<file path="src/inc/sbp_pkg.sv">
// How it works
// - buffer miss means direction comes from the fixed static rules, except a conditional in alternative mode
// - buffer miss gives no dynamic prediction unless alternative mode sees a conditional; otherwise static path decides alone
// - static: unconditional branches and calls predicted taken to target
// - static: conditional branch with lower target predicted taken
// - static: conditional branch with higher target predicted not taken
// - static: indirect branch predicted not taken, fetch falls through
// - conditional branch never taken gets no buffer entry
// - every taken branch takes a buffer entry, competing for capacity
// - alternative mode predicts all conditionals dynamically, no direction
package sbp_pkg;
  localparam int ADDR_W = 32;
  localparam int IDX_W = 4;
  localparam int ENTRIES = 16;
  localparam int TAG_W = ADDR_W - IDX_W;
  localparam int CTR_W = 2;
  localparam logic [CTR_W-1:0] CTR_RESET = 2'h0;
  localparam logic [CTR_W-1:0] CTR_ALLOC = 2'h2;
  localparam logic [CTR_W-1:0] CTR_MAX = 2'h3;
  localparam logic [CTR_W-1:0] CTR_MIN = 2'h0;
  localparam logic [CTR_W-1:0] CTR_ONE = 2'h1;
  localparam logic [ADDR_W-1:0] ADDR_ZERO = 32'h0;
  localparam logic [ADDR_W-1:0] ALIGN_DEFAULT = 32'h4;

  typedef enum logic [1:0] {
    SBP_BR_UNCOND,
    SBP_BR_COND,
    SBP_BR_INDIRECT,
    SBP_BR_NONE
  } sbp_br_t;

  typedef enum logic [1:0] {
    SBP_SRC_NONE,
    SBP_SRC_STATIC,
    SBP_SRC_DYNAMIC
  } sbp_src_t;
endpackage

</file>
<file path="src/design/sbp_predictor.sv">
`timescale 1ns/1ns
module sbp_predictor (
  // clock and reset
  input wire logic clk_i,
  input wire logic reset_n_i,
  // mode: high predicts every conditional branch dynamically
  input wire logic dyn_all_i,
  // lookup from decode
  input wire logic lookup_valid_i,
  input wire logic [sbp_pkg::ADDR_W-1:0] lookup_pc_i,
  input wire logic [sbp_pkg::ADDR_W-1:0] lookup_next_pc_i,
  input wire logic [sbp_pkg::ADDR_W-1:0] lookup_target_i,
  input wire sbp_pkg::sbp_br_t lookup_kind_i,
  // resolution from execute
  input wire logic resolve_valid_i,
  input wire logic [sbp_pkg::ADDR_W-1:0] resolve_pc_i,
  input wire logic [sbp_pkg::ADDR_W-1:0] resolve_target_i,
  input wire sbp_pkg::sbp_br_t resolve_kind_i,
  input wire logic resolve_taken_i,
  // prediction to fetch
  output logic pred_valid_o,
  output logic pred_taken_o,
  output logic [sbp_pkg::ADDR_W-1:0] pred_pc_o,
  output sbp_pkg::sbp_src_t pred_src_o,
  output logic pred_hit_o
);
  import sbp_pkg::*;

  // ---------------------------------------------------------------
  // state
  // ---------------------------------------------------------------
  typedef struct packed {
    logic [ENTRIES-1:0] valid;
    logic [ENTRIES-1:0][TAG_W-1:0] tag;
    logic [ENTRIES-1:0][ADDR_W-1:0] target;
    logic [ENTRIES-1:0][CTR_W-1:0] ctr;
    logic pred_valid;
    logic pred_taken;
    logic [ADDR_W-1:0] pred_pc;
    sbp_src_t pred_src;
    logic pred_hit;
  } sbp_state_t;

  sbp_state_t s_q;
  sbp_state_t s_d;
  logic rst_meta_q;
  logic rst_sync_q;

  // ---------------------------------------------------------------
  // helpers
  // ---------------------------------------------------------------
  // buffer slot from the low address bits
  function automatic logic [IDX_W-1:0] sbp_index(
    input logic [ADDR_W-1:0] pc);
    sbp_index = pc[IDX_W-1:0];
  endfunction

  // tag keeps the rest, so aliases in one slot never share a hit
  function automatic logic [TAG_W-1:0] sbp_tag(
    input logic [ADDR_W-1:0] pc);
    sbp_tag = pc[ADDR_W-1:IDX_W];
  endfunction

  // a slot hits only when it is valid and its tag matches
  function automatic logic sbp_hit(
    input logic vld,
    input logic [TAG_W-1:0] tag,
    input logic [ADDR_W-1:0] pc);
    sbp_hit = vld && tag == sbp_tag(pc);
  endfunction

  // fixed fallback direction for a branch without history
  function automatic logic sbp_static_dir(
    input sbp_br_t kind,
    input logic [ADDR_W-1:0] pc,
    input logic [ADDR_W-1:0] target);
    logic bwd;
    // equal target counts as forward
    bwd = target < pc;
    case (kind)
      SBP_BR_UNCOND: sbp_static_dir = 1'b1;
      SBP_BR_COND: sbp_static_dir = bwd;
      SBP_BR_INDIRECT: sbp_static_dir = 1'b0;
      default: sbp_static_dir = 1'b0;
    endcase
  endfunction

  // two-bit confidence counter, saturating at both ends
  function automatic logic [CTR_W-1:0] sbp_ctr_step(
    input logic [CTR_W-1:0] ctr,
    input logic taken);
    sbp_ctr_step = ctr;
    if (taken) begin
      if (ctr != CTR_MAX) begin
        sbp_ctr_step = ctr + CTR_ONE;
      end
    end else begin
      if (ctr != CTR_MIN) begin
        sbp_ctr_step = ctr - CTR_ONE;
      end
    end
  endfunction

  // ---------------------------------------------------------------
  // reset release
  // ---------------------------------------------------------------
  // the copy lets go two edges after the pin, on a clean clock edge
  always_ff @(posedge clk_i or negedge reset_n_i) begin
    if (!reset_n_i) begin
      rst_meta_q <= 1'b0;
      rst_sync_q <= 1'b0;
    end else begin
      rst_meta_q <= 1'b1;
      rst_sync_q <= rst_meta_q;
    end
  end

  // ---------------------------------------------------------------
  // lookup and update
  // ---------------------------------------------------------------
  logic [IDX_W-1:0] l_idx;
  logic [IDX_W-1:0] r_idx;
  logic l_hit;
  logic r_hit;
  logic static_taken;

  always_comb begin
    l_idx = sbp_index(lookup_pc_i);
    r_idx = sbp_index(resolve_pc_i);
    l_hit = sbp_hit(s_q.valid[l_idx], s_q.tag[l_idx], lookup_pc_i);
    r_hit = sbp_hit(s_q.valid[r_idx], s_q.tag[r_idx], resolve_pc_i);
    static_taken = sbp_static_dir(lookup_kind_i, lookup_pc_i,
                                  lookup_target_i);

    // prediction: a lookup sees the buffer as it was before this edge
    s_d = s_q;
    s_d.pred_valid = lookup_valid_i && lookup_kind_i != SBP_BR_NONE;
    s_d.pred_hit = l_hit;
    s_d.pred_taken = 1'b0;
    s_d.pred_pc = lookup_next_pc_i;
    s_d.pred_src = SBP_SRC_NONE;
    if (s_d.pred_valid) begin
      if (l_hit) begin
        // dynamic direction and stored target win
        s_d.pred_src = SBP_SRC_DYNAMIC;
        s_d.pred_taken = s_q.ctr[l_idx][CTR_W-1];
        if (s_d.pred_taken) begin
          s_d.pred_pc = s_q.target[l_idx];
        end
      end else if (dyn_all_i && lookup_kind_i == SBP_BR_COND) begin
        // first sight, direction ignored: weak not-taken default
        s_d.pred_src = SBP_SRC_DYNAMIC;
        s_d.pred_taken = 1'b0;
      end else begin
        // miss: buffer silent, static path decides
        s_d.pred_src = SBP_SRC_STATIC;
        s_d.pred_taken = static_taken;
        if (static_taken) begin
          s_d.pred_pc = lookup_target_i;
        end
      end
    end

    // training: resolved branches update the buffer
    if (resolve_valid_i && resolve_kind_i != SBP_BR_NONE) begin
      if (r_hit) begin
        s_d.target[r_idx] = resolve_taken_i ? resolve_target_i
                                            : s_q.target[r_idx];
        s_d.ctr[r_idx] = sbp_ctr_step(s_q.ctr[r_idx], resolve_taken_i);
      end else if (resolve_taken_i) begin
        // taken branch evicts whatever shares its slot
        s_d.valid[r_idx] = 1'b1;
        s_d.tag[r_idx] = sbp_tag(resolve_pc_i);
        s_d.target[r_idx] = resolve_target_i;
        s_d.ctr[r_idx] = CTR_ALLOC;
      end
      // a not-taken miss leaves the buffer untouched
    end
  end

  // ---------------------------------------------------------------
  // state register
  // ---------------------------------------------------------------
  always_ff @(posedge clk_i or negedge rst_sync_q) begin
    if (!rst_sync_q) begin
      s_q.valid <= '0;
      s_q.tag <= '0;
      s_q.target <= '0;
      for (int i = 0; i < ENTRIES; i++) begin
        s_q.ctr[i] <= CTR_RESET;
      end
      s_q.pred_valid <= 1'b0;
      s_q.pred_taken <= 1'b0;
      s_q.pred_pc <= ADDR_ZERO;
      s_q.pred_src <= SBP_SRC_NONE;
      s_q.pred_hit <= 1'b0;
    end else begin
      s_q <= s_d;
    end
  end

  // ---------------------------------------------------------------
  // outputs
  // ---------------------------------------------------------------
  assign pred_valid_o = s_q.pred_valid;
  assign pred_taken_o = s_q.pred_taken;
  assign pred_pc_o = s_q.pred_pc;
  assign pred_src_o = s_q.pred_src;
  assign pred_hit_o = s_q.pred_hit;
endmodule

</file>
<file path="config.mk">
export PLATFORM = sky130hd
export DESIGN_NAME = sbp_predictor
export DESIGN_NICKNAME = d
export VERILOG_FILES = /design/src/inc/sbp_pkg.sv /design/src/design/sbp_predictor.sv
export SDC_FILE = /design/constraint.sdc
export NUM_CORES = 2
export LEC_CHECK = 0
export ABC_AREA = 1
export BUFFER_PORTS_ARGS = -buffer_cell sky130_fd_sc_hd__clkbuf_2
export CAP_MARGIN = 20
export CELL_PAD_IN_SITES_DETAIL_PLACEMENT = 2
export CELL_PAD_IN_SITES_GLOBAL_PLACEMENT = 2
export CORE_MARGIN = 2
export CORE_UTILIZATION = 39
export CTS_CLUSTER_DIAMETER = 80
export DETAILED_ROUTE_END_ITERATION = 10
export PLACE_DENSITY_LB_ADDON = 0.1
export SYNTH_ARGS = -nofsm -noshare
export SYNTH_HDL_FRONTEND = slang
export SYNTH_SLANG_ARGS = --single-unit
</file>
<file path="constraint.sdc">
create_clock -name clk_i -period 96.7 [get_ports clk_i]
set_clock_uncertainty 0.15 [all_clocks]
set_input_delay 9.67 -clock clk_i [delete_from_list [all_inputs] [get_ports clk_i]]
set_output_delay 9.67 -clock clk_i [all_outputs]
set_load 0.01 [all_outputs]
</file>
After elaboration in Yosys (flattened, before gate mapping)

Index checks and enable logic that the tools add are counted.

Bits in read-only memories: 0
Latch bits: 0
RAM bits: 0
Input bits: 170
Flip-flop bits (word level): 1,047
Memories kept: 0
Logic and storage cells: 128

Reductions and logical operators: 11
Equality and inequality tests: 6
Magnitude comparators: 4
$mul: 0
Divide/modulo/power cells: 0
Shift-type cells: 0
Add/subtract/negate cells: 2
Mux-type cells: 44
Bitwise operators: 5

Operators by type and width:

| operator             | count |
|---|---|
| $mux W544            | 2 |
| $bwmux W512          | 2 |
| $bwmux W448          | 1 |
| $bmux W32 S4         | 2 |
| $bmux W28 S4         | 2 |
| $mux W32             | 7 |
| $demux W32 S4        | 1 |
| $demux W28 S4        | 1 |
| $mux W28             | 3 |
| $mux W35             | 2 |
| $eq A28 B28 Y1       | 2 |
| $bwmux W32           | 1 |
| $lt A32 B32 Y1       | 1 |
| $or A16 B16 Y16      | 2 |
| $mux W2              | 9 |
| $and A16 B16 Y16     | 1 |
| $bmux W2 S4          | 2 |
| $not A16 Y16         | 1 |
| $lt A4 B5 Y1 const B | 2 |
| $bmux W1 S4          | 2 |
| $demux W2 S4         | 1 |
| $logic_and A1 B1 Y1  | 6 |
| $ne A2 B2 Y1 const B | 3 |
| $demux W1 S4         | 1 |
| other kinds (11)     | 15 |

Longest topological paths before layout

Word-level depth: 9
Depth in mapped cells: 26
Gate-level depth less buffers: 21

Worst setup path before layout

OpenSTA, ideal clock, no wires.

Path kind: input port to flip-flop
Start point: input port lookup_pc_i[2] (netlist bit)
End point: register s_q (netlist bit pred_pc_o[3])
Data arrival time: 12,304 ps
Stages: 24
Path buffers: 5
Slack: 84,180 ps
Cell sequence: clkbuf_1 -> inv_2 -> clkbuf_1 -> clkbuf_1 -> clkbuf_1 -> ha_1 -> nand3_1 -> nand2_1 -> nand2_1 -> nand2_1 -> nand2_1 -> nand2_1 -> nand2_1 -> nand2_1 -> nand2_1 -> nand2_1 -> inv_1 -> buf_1 -> nand2_1 -> nand2_1 -> inv_1 -> nand2_1 -> nand3_1 -> nand2_1

RTL lines:

| what            | line                | text |
|---|---|---|
| start, declared | sbp_predictor.sv:10 | `input wire logic [sbp_pkg::ADDR_W-1:0] lookup_pc_i,` |
| end, declared   | sbp_predictor.sv:44 | `sbp_state_t s_q;` |

Worst setup path after layout

Start point: input port resolve_pc_i[0] (netlist bit)
End point: register s_q[388] (netlist bit)

Cells in the longest elaborated chain, start to end: 7
Elaborated cells between the ends (all ways): 20
Classes of those cells: 2 x order compare; 1 x eq/ne; 13 x mux; 4 x reduce/logical

Ends and longest elaborated chain:

| what                                                               | line                                       | text |
|---|---|---|
| start, declared                                                    | sbp_predictor.sv:16                        | `input wire logic [sbp_pkg::ADDR_W-1:0] resolve_pc_i,` |
| $lt A4 B5 Y1 (not written as such) or $ge A4 B1 Y1 (tied branches) | sbp_predictor.sv:167, sbp_predictor.sv:174 |  |
| $logic_and A1 B1 Y1 (not written as such)                          | sbp_predictor.sv:167, sbp_predictor.sv:174 |  |
| $mux W32                                                           | sbp_predictor.sv:167, sbp_predictor.sv:174 |  |
| $demux W32 S4                                                      | sbp_predictor.sv:167, sbp_predictor.sv:174 |  |
| $bwmux W512                                                        | sbp_predictor.sv:174                       | `s_d.target[r_idx] = resolve_target_i;` |
| $mux W544                                                          | sbp_predictor.sv:170                       | `end else if (resolve_taken_i) begin` |
| $mux W544                                                          | sbp_predictor.sv:166                       | `if (r_hit) begin` |

Parallel ways exist; a longest one is shown, timed or not. The select of a mux whose other input is x is not followed.
A chain may end at the register's enable or synchronous reset.

==> results.py <==
metrics = {
    "outcome": {
        "status": "complete, no violations",
    },
    "die": {
        "fp.dieW_um": 401.0,
        "start_util_pct": 39.31,
        "top_level_ports": 207,
        "die_h_um": 401.0,
        "die-area_um2": 160800,
        "rows": 145,
        "core_um2": 156400,
    },
    "final_layout": {
        "drive_above_1_share_pct": 7.596,
        "fillCellCount": 18300,
        "area_delta_synth_final_pct": 10.51,
        "multi_input_comb_area_um2": 31100,
        "finalNonFillerCells": 10680,
        "stdcell_area_um2": 67940,
        "postLayoutCoreUtil_pct": 43.44,
        "area.sequential_um2": 26200,
        "final_nets": 8712,
    },
    "pwr": {
        "p_comb_share_pct": 20.0,
        "netSwitchingFraction_pct": 34.10,
        "ir_drop_v": 0.00001710,
        "internal_power_uw": 906.8,
        "switching_power_uw": 469.2,
        "power.density_nw_per_um2": 20.25,
        "clkPwrFrac_pct": 38.5,
        "cellLeakagePower_nw": 33.34,
        "pwr-share-seq_pct": 41.5,
    },
    "synthesis": {
        "synth-edff-count": 0,
        "synth.yosys.warnings": 0,
        "postSynth.asyncResetShare_pct": 100.0,
        "yosys.area.top_type": "dfrtp_1",
        "yosysUniqueCellTypes": 37,
        "seq_area_frac_synth_pct": 42.62,
        "netlist_area_um2": 61480,
        "syn_inst": 8816,
        "syn_avg_cell_area_um2": 6.973,
        "synth_fp_nets": 9017,
        "synthTopCellsByArea": "dfrtp_1 43%, nand2_1 20%, o21ai_0 7.7%, nand3_1 7.7%, nor2_1 3.3%",
        "synth_top_area_share_pct": 42.62,
        "synth-main-ff-cell": "dfrtp_1",
        "synth-seq-cells": 1047,
    },
    "sta": {
        "slew_headroom_pct": 13.73,
        "min_period_over_period_pct": 16.72,
        "period_minus_slack_ns": 16.17,
        "setup_viol": 0,
        "report.final.slew_viol_count": 0,
        "setup_tns_ns": 0,
        "worst_pin_slew_ns": 1.294,
        "fmax_mhz": 61.84,
        "rsz0062_at_grt": "false",
        "final-hold-violation-count": 0,
    },
    "detailed_routing": {
        "post_drt_wl_per_cell_um": 30.50,
        "via_per_inst": 6.303,
        "drt_iter0_drc": 6315,
        "dr.pass1.iters": 5,
        "vias": 67290,
        "wl_mm": 325.6,
        "ant_nets": 0,
        "drc": 0,
    },
    "global_route": {
        "grt_start_max_net_pins": 204,
        "grt_pass1_wl_mm": 484.6,
        "antenna_found_initial": 21,
        "grt_pass1_vias": 72530,
        "grtUsageTotal_pct": 39.87,
        "gr-total-overflow": 0,
    },
    "cts": {
        "cts_made_buffers": 135,
        "clk_path_buf_depth": 3,
        "root_buffer": "clkbuf_16",
        "clock_latency_ns": 0.79,
        "cts_hold_buf": 0,
        "clock-sinks": 1047,
        "tritoncts": "done",
        "path_clk_slew_ns": 0.05,
        "postCtsResizedCells": 0,
        "h-tree-depth": 4,
        "post_cts_buffers": 0,
    },
    "setup_path": {
        "crit_type": "input port to flop",
        "worstPathCellList": "buf_8 -> buf_4 -> buf_4 -> o21ai_0 -> nand2_1 -> nand2_1 -> nand2_1 -> nand2_1 -> nor2_1 -> nand2_1 -> nand2_1 -> nand2_1 -> nor2_1 -> nand2_1 -> nor2_4 -> nand2_4 -> a21oi_4 -> buf_12 -> buf_4 -> nand3_1 -> nand2_1",
        "arrival_ns": 16.72,
        "cp_slowest_cell": "buf_4",
        "cp_slowest_stage_delay_ns": 0.99,
        "worst_path_most_repeated_cell": "nand2_1",
        "cp_max_fo": 180,
        "endpoint_kind": "flop",
        "start_kind": "input port",
        "cp.required_ns": 97.25,
    },
    "place": {
        "dp_hpwl_mm": 183.9,
        "dpl_cell_area_um2": 63260,
        "portBuffers": 206,
        "place.gp.congestion": 0.8661,
        "placed_cells": 10430,
    },
    "worst_hold_path": {
        "min_path_type": "flop to flop",
    },
    "flow_run": {
        "max-cap-violations": 0,
    },
}
[cell families (layout without fill, tap and decap cells)]
logic type / Yosys count / count (layout) / share of synthesized area [%]
and+or+nand+nor: 4788 / 4788 / 31.44
muxes: 32 / 32 / 0.5861
AOI/OAI and AO/OA: 1797 / 1797 / 17.07
xor gates and xnor gates: 1 / 1 / 0.01425
other: 1 / 9 / 0.006100
DFF: 1047 / 1047 / 42.62
buffers and inverters: 1119 / 913 / 7.634
adders and majority gates: 31 / 31 / 0.6309
[through the flow]
stage          hold WS, ns  setup slack (ns)  total power, mW
2_1_floorplan       0.1812             65.20           0.7355
3_3_place_gp        0.1856             80.04           0.8201
3_5_place_dp        0.1895             79.85           0.8413
4_1_cts             0.1997             80.63            1.373
5_1_grt             0.2019             80.23            1.434
6_report            0.1976             80.53            1.376
[cells in the final DEF (no fill, tap or decap), types with 141 or more instances in the layout]
| cell type | n |
|---|---|
| clkbuf_2 | 200 |
| a22oi_1 | 262 |
| o21ai_0 | 946 |
| nand2_1 | 3219 |
| nand3_1 | 913 |
| inv_1 | 340 |
| nor2_1 | 519 |
| a21oi_1 | 207 |
| dfrtp_1 | 1046 |
| clkbuf_16 | 141 |
[layer usage]
metal / global-route usage [%] / vias to the layer above / wire length, um
met4: 23.79 / 26 / 20510
met1: 48.78 / 35010 / 129200
met5: 0 / - / 190
met2: 64.17 / 2763 / 150200
li1: - / 28550 / -
met3: 9.078 / 944 / 25520
[final cells by class]
class	count	share of cell area [%]
Sequential cell	1047	38.57
Multi-Input combinational cell	6650	45.77
Clock buffer	206	5.965
Timing Repair Buffer	320	3.193
Clock inverter	30	0.6648
Tap cell	2058	3.790
Antenna cell	8	0.02947
Inverter	357	2.017
[worst max-delay path: cells and delay by family]
family	cells	cell delay, ns
buffers and inverters	5	3.39
AO/OA/AOI/OAI	2	0.57
AND/OR/NAND/NOR	14	2.70
[registers in the layout (all words and copies together), names as in the netlist]
name / count
pred_valid_o: 1
rst_meta_q: 1
pred_src_o: 2
pred_pc_o: 32
pred_hit_o: 1
s_q: 1008
rst_sync_q: 1
pred_taken_o: 1
[worst paths after layout]
kind / startpoint / to / slack (ns) / cells past startpoint
max: resolve_pc_i[0] / s_q[388] / 80.53 / 21
min: rst_meta_q / rst_sync_q / 0.20 / 0
max reg2reg: s_q[972] / s_q[388] / 91.08 / 19
min reg2reg: rst_meta_q / rst_sync_q / 0.20 / 0
max in group asynchronous: reset_n_i / rst_sync_q / 87.75 / 1
min in group asynchronous: rst_sync_q / s_q[64] / 0.25 / 0
[Yosys cell counts (62+ instances only)]
cell type	instances
nand2_1	3223
dfrtp_1	1047
o21ai_0	946
nand3_1	945
nor2_1	542
clkbuf_1	470
inv_1	343
a22oi_1	262
a21oi_1	207
buf_2	184
o211ai_1	140
o221ai_1	110
o21ai_1	90
buf_4	62
[power groups by stage]
stage | Combinational (mW) | Sequential [mW] | Clock [mW]
after floorplan | 0.173 | 0.562 | 0
after global placement | 0.251 | 0.569 | 0
after detailed placement | 0.268 | 0.573 | 0
after CTS | 0.273 | 0.568 | 0.532
after global routing | 0.307 | 0.578 | 0.549
final | 0.276 | 0.571 | 0.529
Note: power is estimated with default switching activity, not from simulation.
